## config.mk

```make
export PLATFORM = sky130hd
export DESIGN_NAME = dds_control_word_decoder
export DESIGN_NICKNAME = d
export VERILOG_FILES = /design/src/hdl/dcwd_pkg.sv /design/src/hdl/dds_control_word_decoder.sv /design/src/hdl/dcwd_freq_reg.sv
export SDC_FILE = /design/constraint.sdc
export NUM_CORES = 1
export LEC_CHECK = 0
export BUFFER_PORTS_ARGS = -buffer_cell sky130_fd_sc_hd__buf_4
export CORE_MARGIN = 3
export CORE_UTILIZATION = 30
export DETAILED_ROUTE_END_ITERATION = 8
export GPL_ROUTABILITY_DRIVEN = 0
export SKIP_LAST_GASP = 1
export SYNTH_ARGS = -nofsm -noshare
export SYNTH_HDL_FRONTEND = slang
export SYNTH_SLANG_ARGS = --single-unit
```

## constraint.sdc

```tcl
create_clock -name clk -period 10.6 [get_ports clk]
set_input_delay 0 -clock clk [delete_from_list [all_inputs] [get_ports clk]]
set_output_delay 0 -clock clk [all_outputs]
set_load 0.005 [all_outputs]
```

## src/hdl/dcwd_pkg.sv

```systemverilog
// Constants, field layouts and carriers for the control word decoder
// Contract
// - Whole-word mode builds 28 bits from two writes
// - Register updates only after both halves arrive
// - Half mode: each write alters one half
// - half_select picks upper or lower half
// - half_select ignored while whole_word_load set
// - freq_word_select picks word a or b
// - phase_word_select picks phase register a or b
// - Reset bit holds accumulation at zero
// - clock_halt stops accumulator, output holds
// - converter_powerdown powers the converter down
// - bit_output_route drives pin with data MSB
// - Top bits 00 mean control write
// - Control bits sampled one stage later; ramp_mode, whole_word_load and half_select are used from the written register unsampled
// - Output follows new word after seven cycles
// - msb_halving_bypass chooses MSB or MSB halved
package dcwd_pkg;

	// Word layout
	localparam int WORD_W   = 16;
	localparam int ADDR_W   = 2;
	localparam int PAYLD_W  = 14;
	localparam int FREQ_W   = 28;
	localparam int PHASE_W  = 12;

	// Address codes in the top two bits
	localparam logic [1:0] ADDR_CTRL  = 2'h0;
	localparam logic [1:0] ADDR_FREQA = 2'h1;
	localparam logic [1:0] ADDR_FREQB = 2'h2;
	localparam logic [1:0] ADDR_PHASE = 2'h3;

	// Phase write: bit 13 selects the target, bit 12 is unused
	localparam int PHASE_SEL_BIT = 13;

	// Control reset value: reset bit set so the output starts quiet
	localparam logic [13:0] CTRL_RESET = 14'h0100;

	// Latency from a new selected word to its use downstream
	localparam int LOAD_LATENCY = 7;

	// Incoming 16-bit word
	typedef struct packed {
		logic [ADDR_W-1:0]  addr;
		logic [PAYLD_W-1:0] payload;
	} dcwd_word_type;

	// Control bits, bit 13 down to bit 0
	typedef struct packed {
		logic whole_word_load;
		logic half_select;
		logic freq_word_select;
		logic phase_word_select;
		logic rsvd9;
		logic accum_reset;
		logic clock_halt;
		logic converter_powerdown;
		logic bit_output_route;
		logic rsvd4;
		logic msb_halving_bypass;
		logic rsvd2;
		logic ramp_mode;
		logic rsvd0;
	} dcwd_ctrl_type;

	// Selected words toward the accumulator and phase adder
	typedef struct packed {
		logic [FREQ_W-1:0]  freq;
		logic [PHASE_W-1:0] phase;
	} dcwd_nco_sel_type;

endpackage : dcwd_pkg

```

## src/hdl/dds_control_word_decoder.sv

```systemverilog
// Control word decode, frequency and phase word storage and output routing
`timescale 1ns/100ps
`default_nettype none
module dds_control_word_decoder (
	// Clock and reset
	input  wire logic                         clk,
	input  wire logic                         sys_rst,
	// Word from the serial shifter, same clock
	input  wire logic                         word_valid,
	input  wire dcwd_pkg::dcwd_word_type      word_in,
	// Converter data MSB from the sine path
	input  wire logic                         conv_msb,
	// Selected words, delayed to match the output latency
	output dcwd_pkg::dcwd_nco_sel_type        nco_sel,
	// Control levels toward the datapath
	output logic                              accum_clear,
	output logic                              accum_clk_en,
	output logic                              converter_powerdown,
	output logic                              converter_to_pin,
	output logic                              ramp_mode,
	// Output pin bit when the MSB is routed out
	output logic                              pin_bit
);
	import dcwd_pkg::*;

	// Registered control word and its sampled copy
	dcwd_ctrl_type ctrl_q;
	dcwd_ctrl_type ctrl_smp_q;

	// Whole-word pairing state
	logic                 pend_valid_q;
	logic [ADDR_W-1:0]    pend_addr_q;
	logic [PAYLD_W-1:0]   pend_low_q;

	// Phase registers
	logic [PHASE_W-1:0]   phase_a_q;
	logic [PHASE_W-1:0]   phase_b_q;

	// Frequency registers
	logic [FREQ_W-1:0]    freq_a;
	logic [FREQ_W-1:0]    freq_b;

	// Decoded write kinds
	logic                 wr_ctrl;
	logic                 wr_freq;
	logic                 wr_phase;
	logic                 pair_done;

	// Per-register load strobes, index 0 is word a, 1 is word b
	logic [1:0]           ld_low;
	logic [1:0]           ld_high;
	logic [1:0]           ld_full;

	// Latency pipeline and halved MSB
	dcwd_nco_sel_type     sel_now;
	dcwd_nco_sel_type     pipe_q [LOAD_LATENCY];
	logic                 msb_prev_q;
	logic                 msb_half_q;

	// Address decode of the top two bits
	assign wr_ctrl  = word_valid && (word_in.addr == ADDR_CTRL);
	assign wr_freq  = word_valid &&
		((word_in.addr == ADDR_FREQA) || (word_in.addr == ADDR_FREQB));
	assign wr_phase = word_valid && (word_in.addr == ADDR_PHASE);

	// Second half of a pair: same address as the held first half
	assign pair_done = wr_freq && ctrl_q.whole_word_load && pend_valid_q &&
		(pend_addr_q == word_in.addr);

	// Load strobes for both frequency registers
	always_comb begin
		ld_low  = 2'h0;
		ld_high = 2'h0;
		ld_full = 2'h0;
		for (int i = 0; i < 2; i++) begin
			if (wr_freq && (word_in.addr == ((i == 0) ? ADDR_FREQA : ADDR_FREQB))) begin
				if (ctrl_q.whole_word_load) begin
					// half_select plays no part here
					ld_full[i] = pair_done;
				end else if (ctrl_q.half_select) begin
					ld_high[i] = 1'b1;
				end else begin
					ld_low[i] = 1'b1;
				end
			end
		end
	end

	// Control register: reserved bits are stored as written
	always_ff @(posedge clk) begin
		if (sys_rst) begin
			ctrl_q <= dcwd_ctrl_type'(CTRL_RESET);
		end else if (wr_ctrl) begin
			ctrl_q <= dcwd_ctrl_type'(word_in.payload);
		end
	end

	// Control bits other than whole_word_load, half_select and ramp_mode act one stage after the write, like the falling-edge sample
	always_ff @(posedge clk) begin
		if (sys_rst) begin
			ctrl_smp_q <= dcwd_ctrl_type'(CTRL_RESET);
		end else begin
			ctrl_smp_q <= ctrl_q;
		end
	end

	// First half of a whole word waits here; any other write drops it
	always_ff @(posedge clk) begin
		if (sys_rst) begin
			pend_valid_q <= 1'b0;
			pend_addr_q  <= ADDR_CTRL;
			pend_low_q   <= '0;
		end else if (word_valid) begin
			if (wr_freq && ctrl_q.whole_word_load && !pair_done) begin
				pend_valid_q <= 1'b1;
				pend_addr_q  <= word_in.addr;
				pend_low_q   <= word_in.payload;
			end else begin
				// Pending half is dropped if unpaired, or consumed by the pair load
				pend_valid_q <= 1'b0;
			end
		end else if (!ctrl_q.whole_word_load) begin
			pend_valid_q <= 1'b0;
		end
	end

	// Two frequency registers, one instance each
	dcwd_freq_reg u_freq_a (
		.clk       (clk),
		.sys_rst   (sys_rst),
		.load_low  (ld_low[0]),
		.load_high (ld_high[0]),
		.load_full (ld_full[0]),
		.low_data  (ld_full[0] ? pend_low_q : word_in.payload),
		.high_data (word_in.payload),
		.word_q    (freq_a)
	);

	dcwd_freq_reg u_freq_b (
		.clk       (clk),
		.sys_rst   (sys_rst),
		.load_low  (ld_low[1]),
		.load_high (ld_high[1]),
		.load_full (ld_full[1]),
		.low_data  (ld_full[1] ? pend_low_q : word_in.payload),
		.high_data (word_in.payload),
		.word_q    (freq_b)
	);

	// Phase registers take the low 12 payload bits
	always_ff @(posedge clk) begin
		if (sys_rst) begin
			phase_a_q <= '0;
			phase_b_q <= '0;
		end else if (wr_phase) begin
			if (word_in.payload[PHASE_SEL_BIT]) begin
				phase_b_q <= word_in.payload[PHASE_W-1:0];
			end else begin
				phase_a_q <= word_in.payload[PHASE_W-1:0];
			end
		end
	end

	// Word selection toward the accumulator and adder
	always_comb begin
		sel_now.freq  = ctrl_smp_q.freq_word_select ? freq_b : freq_a;
		sel_now.phase = ctrl_smp_q.phase_word_select ? phase_b_q : phase_a_q;
	end

	// Latency pipeline; frozen while halted so the output holds
	always_ff @(posedge clk) begin
		if (sys_rst) begin
			for (int i = 0; i < LOAD_LATENCY; i++) begin
				pipe_q[i] <= '0;
			end
		end else if (!ctrl_smp_q.clock_halt) begin
			pipe_q[0] <= sel_now;
			for (int i = 1; i < LOAD_LATENCY; i++) begin
				pipe_q[i] <= pipe_q[i-1];
			end
		end
	end

	assign nco_sel = pipe_q[LOAD_LATENCY-1];

	// Halved MSB: toggles on each rising MSB while clock_halt is clear, cleared with the accumulator
	always_ff @(posedge clk) begin
		if (sys_rst) begin
			msb_prev_q <= 1'b0;
			msb_half_q <= 1'b0;
		end else if (ctrl_smp_q.accum_reset) begin
			msb_prev_q <= 1'b0;
			msb_half_q <= 1'b0;
		end else if (!ctrl_smp_q.clock_halt) begin
			msb_prev_q <= conv_msb;
			if (conv_msb && !msb_prev_q) begin
				msb_half_q <= !msb_half_q;
			end
		end
	end

	// Level controls; halt is an enable rather than a gated clock
	assign accum_clear         = ctrl_smp_q.accum_reset;
	assign accum_clk_en        = !ctrl_smp_q.clock_halt;
	assign converter_powerdown = ctrl_smp_q.converter_powerdown;
	assign converter_to_pin    = !ctrl_smp_q.bit_output_route;

	// Mode bit skips the sample stage, so it acts one cycle earlier
	assign ramp_mode           = ctrl_q.ramp_mode;

	// Pin bit only meaningful while the MSB is routed out
	always_ff @(posedge clk) begin
		if (sys_rst) begin
			pin_bit <= 1'b0;
		end else if (ctrl_smp_q.bit_output_route) begin
			pin_bit <= ctrl_smp_q.msb_halving_bypass ? conv_msb : msb_half_q;
		end else begin
			pin_bit <= 1'b0;
		end
	end

endmodule : dds_control_word_decoder
`default_nettype wire

```

## src/hdl/dcwd_freq_reg.sv

```systemverilog
// One 28-bit frequency register with half and whole loads
`timescale 1ns/100ps
`default_nettype none
module dcwd_freq_reg (
	// Clock and reset
	input  wire logic                         clk,
	input  wire logic                         sys_rst,
	// Load strobes and data
	input  wire logic                         load_low,
	input  wire logic                         load_high,
	input  wire logic                         load_full,
	input  wire logic [dcwd_pkg::PAYLD_W-1:0] low_data,
	input  wire logic [dcwd_pkg::PAYLD_W-1:0] high_data,
	// Stored word
	output logic      [dcwd_pkg::FREQ_W-1:0]  word_q
);
	import dcwd_pkg::*;

	// Full load writes both halves in one edge, so no partial value shows
	always_ff @(posedge clk) begin
		if (sys_rst) begin
			word_q <= '0;
		end else if (load_full) begin
			word_q <= {high_data, low_data};
		end else begin
			if (load_high) begin
				word_q[FREQ_W-1:PAYLD_W] <= high_data;
			end
			if (load_low) begin
				word_q[PAYLD_W-1:0] <= low_data;
			end
		end
	end

endmodule : dcwd_freq_reg
`default_nettype wire

```

Word level (Yosys, flattened, before mapping)
Memory sizes are Yosys's and may differ from the RTL's. Index checks and enable logic that the tools add are counted.

Memories: 1. Latch bits: 0. Logic and storage cells: 109. Output and inout port bits: 46. RAM bits: 280. Bits of input ports: 20. Memory bits (read-only): 0. Bits in registers: 117.

Divide/modulo/power cells: 0. Order comparisons: 0. Reductions and logical operators: 27. Multiplexer cells: 37. Add/subtract/negate cells: 0. $mul: 0. Eq/ne operators: 5. Shift-type cells: 0. Bitwise gates (word level): 10.

Memory list: pipe_q (words 7, width 40, read ports 7, clocked after memory_dff 0, write ports 7, line dds_control_word_decoder.sv:56) `dcwd_nco_sel_type pipe_q [LOAD_LATENCY];`.

Operators by type and width (number): two-way mux 40 bit (7); two-way mux 14 bit (6); two-way mux 28 bit (3); two-way mux 1 bit (20); two-way mux 12 bit (1); logical AND 1 bit (10); AND reduction 2 bit (4); nonzero test 2 bit (4); bitwise OR 1 bit (7); logical NOT 1 bit (5); == test 2 bit (second input constant) (2); OR reduction 2 bit (2); inverter 1 bit (3); == test 2 x 1 -> 1 bit (second input constant) (1); == test 2 bit (1); logical NOT 2 bit (1); inequality test 2 bit (second input constant) (1); logical OR 1 bit (1).

Depth between registers and ports, before layout
Gate-level depths: netlist of the first run.

Depth after elaboration: 11. Mapped depth: 9. Gate-level depth less buffers: 6.

By module
From an unflattened synthesis of the first run, not the netlist that was laid out.

Cell total of the unflattened synthesis: 1233. Area total of the unflattened synthesis: 16002.8 um^2.

By module, submodules not included: dds_control_word_decoder (area each 13683.1 um^2, cells an instance 983, times used 1); dcwd_freq_reg (area each 1159.9 um^2, cells an instance 125, times used 2).

Worst setup path after synthesis of the first run
OpenSTA, ideal clock, no wires.

Kind: input to register. Start: input port sys_rst. End: memory pipe_q[0][0] in the netlist's numbering, enable pin. Arrival time: 7.246 ns. Required time: 9.908 ns. Path slack: 2.662 ns. Cell stages on the path: 3. Setup time: 0.692 ns. Path buffers: 2. Cell sequence: clkbuf_1 -> clkbuf_1 -> nand2b_1.

RTL lines: start, declared (line dds_control_word_decoder.sv:7) `input wire logic sys_rst,`; end, declared (line dds_control_word_decoder.sv:56).

==> results of run 1 <==
## power by group through the flow
stage	Combinational [mW]	Sequential [mW]	Clock, mW
finish	0.0987	1.69	1.44
global placement	0.0931	1.72	0
CTS	0.101	1.69	1.48
floorplan	0.0591	1.72	0
global route	0.110	1.69	1.55
detailed placement	0.0949	1.72	0
## placed cells by master (no fill, tap or decap), drive strengths merged, types with 2 or more instances in the layout
cell type,synthesis,layout
xor2,2,2
a311oi,2,2
nor4,2,2
nor2,59,59
o22ai,28,28
bufinv,0,3
nor3,3,3
nand2,72,72
clkinv,0,12
edfxtp,280,280
and2,202,202
clkbuf,50,60
dlygate4sd3,0,21
nand2b,44,44
a211o,2,2
nand3,2,2
o2bb2ai,28,28
or2,4,4
dfxtp,117,117
a21oi,35,35
mux2i,86,86
nor2b,46,46
ha,4,4
inv,5,7
buf,19,75
## through the flow
stage                     instance area (um^2)  hold slack, ps  setup WS, ps
after floorplan                          15300             121          2660
after global placement                   16400             300          8010
after detailed placement                 16400             312          7940
after CTS                                18000             260          7950
after global routing                     18000             296          7780
final                                    18000             294          7930
## logic make-up after synthesis
| logic type | Yosys count | synth area share |
|---|---|---|
| compound gates | 97 | 0.0514 |
| mux | 86 | 0.0564 |
| flops | 397 | 0.705 |
| fa+ha+maj | 4 | 0.00328 |
| simple gates | 439 | 0.160 |
| xor+xnor | 3 | 0.00271 |
| buf+inv | 74 | 0.0219 |
## routing by layer
layer  part of all wire  vias to the layer above
met2               0.46                      114
met1               0.46                     3721
met5                  0                        -
met4              0.028                        0
met3              0.050                       52
li1                   -                     3979
## worst max path at each step
stage                                       endpoint                   startpoint  cells after the start  slack (ps)
finish                    pipe_q[5][1]$_SDFFCE_PN0P_                      sys_rst                      4        7930
global route        u_freq_b.word_q[21]$_SDFFE_PP0P_                  word_in[14]                      8        7780
CTS                 u_freq_b.word_q[17]$_SDFFE_PP0P_  pend_addr_q[1]$_SDFFE_PP0P_                      4        7950
detailed placement  u_freq_b.word_q[17]$_SDFFE_PP0P_                  word_in[14]                      7        7940
global placement         pipe_q[0][10]$_SDFFCE_PN0P_                      sys_rst                      3        8010
floorplan                 pipe_q[0][0]$_SDFFCE_PN0P_                      sys_rst                      3        2660
## registers in the layout, summed over array words and instances, names as in the netlist, 2 cells and up
| name | count |
|---|---|
| ctrl_q | 9 |
| ctrl_smp_q | 5 |
| pend_addr_q | 2 |
| pend_low_q | 14 |
| phase_a_q | 12 |
| phase_b_q | 12 |
| pipe_q | 280 |
| u_freq_a.word_q | 28 |
| u_freq_b.word_q | 28 |
## critical path, delay by kind of cell
kind	cells	cell delay [ps]
buffers and inverters	3	1620
and+or+nand+nor	1	760
## layout make-up
type	count	area, um^2
Clock buffer	60	1180
Clock inverter	18	181
Fill cell	4809	32200
Tap cell	672	841
Sequential cell	397	10800
Inverter	5	18.8
Timing Repair Buffer	96	786
Multi-Input combinational cell	629	4200
==> qor.txt, run 1 <==
outcome -> completed
GR Util met1 -> 0.116
Post-synth EDFFs -> 280
Int Pwr -> 2.57 mW
die height -> 231 um
Core Area -> 50200 um^2
count of final hold-check violations -> 0
hold_buf cts -> 21
Crit Path Max Fanout -> 218
Initial Utilization -> 0.304
GRT Total Usage -> 0.0920
H-tree Lvls -> 2
WHS Endpoint -> pend_addr_q[1]$_SDFFE_PP0P_
FF-to-FF End -> u_freq_b.word_q[17]$_SDFFE_PP0P_
drt pass-1 iters -> 5
Synth area leaders -> edfxtp_1 (55%), dfxtp_1 (15%), and2_1 (8.3%), mux2i_1 (5.6%), o2bb2ai_2 (2.0%)
DR WL/cell -> 13.0 um
largest net degree at the start of global routing -> 219
dpl cells -> 1778
dpl hpwl -> 14.1 mm
Pwr Density -> 179 nW/um^2
Tot Pwr -> 3.22 mW
hold path start -> word_in[15]
worst min path class -> input port to register
vias per inst -> 4.19
M3 GR Usage -> 0.0254
Nets -> 1196
share of synthesized registers carrying an async set or reset -> 0
Remaining DRCs -> 0
sw frac -> 0.203
critical path data arrival time -> 2820 ps
global-route wire length before repair -> 40.0 mm
Max transition margin -> 0.151
Post-Syn Instances -> 1100
delay of the slowest critical-path stage -> 760 ps
Max Fclk -> 375 MHz
max-slew violation count -> 0
Ant. Diodes -> 0
cell with the most instances after synthesis -> edfxtp_1
YS warnings -> 0
CTS root buffer -> clkbuf_16
RR Startpoint -> pend_addr_q[1]$_SDFFE_PP0P_
Worst setup SP type -> input port
top-area cell type share of the netlist area -> 0.551
Clock Sink Count -> 397
Worst-Skew Late Latency -> 560 ps
clk_skew -> 23.5 ps
Die Wd -> 231 um
Area Overhead vs Synth -> 17.8%
share of layout cells above drive strength 1 -> 0.140
Switching Power -> 0.654 mW
largest area contributor in the netlist -> edfxtp_1
WL final -> 24.4 mm
Final setup viols -> 0
Clock power frac -> 0.446
Iteration-0 DRC Markers -> 442
R2R setup slack -> 7950 ps
post-synth cell types -> 36
clk buf depth -> 3
Resized cells post-CTS -> 0
crit path kind -> input port to register
Layout Utilization -> 0.358
vias in the first global route -> 7693
global route total overflow -> 0
via count -> 7866
CP required -> 10760 ps
die area -> 53600 um^2
setup TNS -> 0 ps
fin crit period -> 2670 ps
Post-Syn Area -> 15300 um^2
met2 usage -> 0.151
combinational share of power -> 0.031
Worst Setup End Kind -> register
crit path cell chain -> dlygate4sd3_1 -> buf_4 -> nand2b_4 -> buf_12
Worst VDD drop -> 106 uV
hold path cells -> 4
sequential fraction of the synthesis area -> 0.705
flops & latches, synth -> 397
CTS buffer count -> 43
RSZ-0062 raised after global routing -> no
Lkg Pwr -> 7.10 nW
Finished Layout Cells -> 1877
initial antenna violation count -> 0
fin crit share -> 0.252
I/O pin cnt -> 66
Post-synth top cells -> edfxtp_1 (280), and2_1 (202), dfxtp_1 (117), mux2i_1 (86), nand2_1 (72)
CTS tree -> built
PortBufs -> 65
Avg Inst Size Synth -> 13.9 um^2
Worst-Margin Slew -> 1270 ps
maxcap violations -> 0
most used flip-flop cell after synthesis -> edfxtp_1
num rows -> 82
post-synth net total -> 1124
slowest cell on the critical path -> nand2b_4
Seq pwr share -> 0.523
reg2reg path depth -> 4
Routed Antenna Nets -> 0
Reg clk slew, reported paths -> 60 ps
Post-CTS Setup Inserts -> 0
Top Usage Layer GRT -> met2
Note: power is estimated with default switching activity, not from simulation.
==> inputs of run 2 (changes only) <==
Clock period 10.6 ns to 2.2 ns, I/O delays scaled along.
==> run 2 against run 1 <==
Effect of this change:
- worst setup slack worse by 7800 ps
- sequential share of layout area is 0.75 points lower
- critical endpoint is now u_freq_b.word_q[0]$_SDFFE_PP0P_
- largest cell class unchanged
- critical path depth is 4 higher
- global-route usage is 0.19 points higher
- clock power grew to 4.8 times the previous value
- largest power group unchanged
==> qor.txt, run 2 (same netlist as run 1, synthesis figures left out) <==
Hold WS -> 296 ps (was 294 ps)
maxcap violations -> 0 (unchanged)
CTS buffer count -> 43 (unchanged)
crit path kind -> input port to register (unchanged)
Layout Utilization -> 0.363 (was 0.358)
global-route wire length before repair -> 40.9 mm (was 40.0 mm)
global route total overflow -> 0 (unchanged)
Worst setup SP type -> input port (unchanged)
Remaining DRCs -> 0 (unchanged)
most common cell after layout, fill and taps aside -> edfxtp_1 (unchanged)
fin crit share -> 0.950
Iteration-0 DRC Markers -> 481 (was 442)
Design Area, Final -> 18200 um^2 (was 18000 um^2)
vias per inst -> 4.25 (was 4.19)
I/O pin cnt -> 66 (unchanged)
delay of the slowest critical-path stage -> 590 ps (was 760 ps)
Setup Slack @ Placement -> 115 ps (was 7940 ps)
GRT Total Usage -> 0.0939 (was 0.0920)
num rows -> 82 (unchanged)
WL final -> 25.0 mm (was 24.4 mm)
die area -> 53600 um^2 (unchanged)
DR WL/cell -> 13.2 um (was 13.0 um)
Worst Setup End Kind -> register (unchanged)
worst min path class -> input port to register (unchanged)
Reg clk slew, reported paths -> 60 ps (about the same)
CTS root buffer -> clkbuf_16 (unchanged)
post-route setup slack -> 110 ps (was 7930 ps)
via count -> 8028 (was 7866)
Area Overhead vs Synth -> 19.3% (was 17.8%)
setup TNS -> 0 ps (unchanged)
Clock Sink Count -> 397 (unchanged)
Initial Utilization -> 0.304 (unchanged)
PortBufs -> 65 (unchanged)
crit path cell chain -> dlygate4sd3_1 -> buf_4 -> inv_1 -> ha_1 -> nand4_2 -> or3_1 -> a211o_1 -> o2bb2ai_1 (was dlygate4sd3_1 -> buf_4 -> nand2b_4 -> buf_12)
max FFs per register -> 280 (unchanged)
largest net degree at the start of global routing -> 67 (was 219)
critical path data arrival time -> 2560 ps (was 2820 ps)
Final setup viols -> 0 (unchanged)
clk_skew -> 13.3 ps (was 23.5 ps)
Max Fclk -> 478 MHz
Worst-Margin Slew -> 858 ps (was 1270 ps)
CTS tree -> built (unchanged)
initial antenna violation count -> 0 (unchanged)
fin crit period -> 2090 ps
Crit Path Max Fanout -> 14 (was 218)
H-tree Lvls -> 2 (unchanged)
Routed Antenna Nets -> 0 (unchanged)
commonest non-fill, non-tap cells in the layout -> edfxtp_1 (280), and2_1 (202), dfxtp_1 (116) (was edfxtp_1 (280), and2_1 (202), dfxtp_1 (117))
Worst VDD drop -> 466 uV (was 106 uV)
largest registers -> pipe_q: 280 flops, u_freq_a.word_q: 28 flops, u_freq_b.word_q: 28 flops (unchanged)
vias in the first global route -> 7869 (was 7693)
count of final hold-check violations -> 0 (unchanged)
outcome -> completed (unchanged)
Finished Layout Cells -> 1890 (was 1877)
drt pass-1 iters -> 6 (was 5)
RSZ-0062 raised after global routing -> no (unchanged)
die height -> 231 um (unchanged)
slowest cell on the critical path -> a211o_1 (was nand2b_4)
dpl hpwl -> 15.5 mm (was 14.1 mm)
Tot Pwr -> 15.6 mW (was 3.22 mW)
CP required -> 2670 ps (was 10760 ps)
Placed Instance Area -> 16600 um^2 (was 16400 um^2)
Lkg Pwr -> 7.22 nW (was 7.10 nW)
Core Area -> 50200 um^2 (unchanged)
Nets -> 1208 (was 1196)
Largest Register -> pipe_q (unchanged)
Pwr Density -> 856 nW/um^2 (was 179 nW/um^2)
share of layout cells above drive strength 1 -> 0.157 (was 0.140)
Worst-Skew Late Latency -> 550 ps (was 560 ps)
max-slew violation count -> 0 (unchanged)
clk buf depth -> 3 (unchanged)
Max transition margin -> 0.426 (was 0.151)
dpl cells -> 1791 (was 1778)
Ant. Diodes -> 0 (unchanged)
Die Wd -> 231 um (unchanged)
Post-CTS Setup Inserts -> 0 (unchanged)
## run 2: cell type report
cell class / instances / area, um^2
clock buffers: 48 / 1130
inverters: 5 / 18.8
repair buffers: 108 / 998
multi-input cells: 629 / 4200
flip-flops and latches: 397 / 10800
fillers: 4806 / 32000
clock inverters: 31 / 256
well taps: 672 / 841
## run 2: power breakdown
| group | total, mW | switching [mW] | internal (mW) |
|---|---|---|---|
| Sequential | 8.13 | 0.0482 | 8.08 |
| Clock | 6.94 | 2.88 | 4.06 |
| Combinational | 0.495 | 0.294 | 0.201 |
## run 2: repair_timing
action / in CTS / in global routing
hold endpoints to repair: 111 / 0
resized for setup: 0 / 0
hold buffers: 20 / 0
endpoints found under the setup margin: 0 / 0
## run 2: per-layer routing
layer	track usage	vias to the layer above	wire, um
li1	-	4018	-
met1	0.123	3803	11500
met2	0.151	158	11500
met3	0.0183	49	1200
met4	0.0411	0	757
met5	0	-	0
## run 2: final timing paths
check / from / endpoint / slack [ps] / cells past startpoint
min: word_in[12] / pend_low_q[12]$_SDFFE_PP0P_ / 300 / 4
max reg2reg: ctrl_q[13]$_SDFFE_PP0P_ / u_freq_b.word_q[0]$_SDFFE_PP0P_ / 170 / 4
max: word_in[14] / u_freq_b.word_q[0]$_SDFFE_PP0P_ / 110 / 8
min reg2reg: ctrl_q[11]$_SDFFE_PP0P_ / ctrl_q[11]$_SDFFE_PP0P_ / 450 / 2
## run 2: critical path: cells and delay by family
kind                       cells  cell delay, ps
and+or+nand+nor                2             650
AOI/OAI and AO/OA              2             840
adders and majority gates      1             320
buffers and inverters          3             730
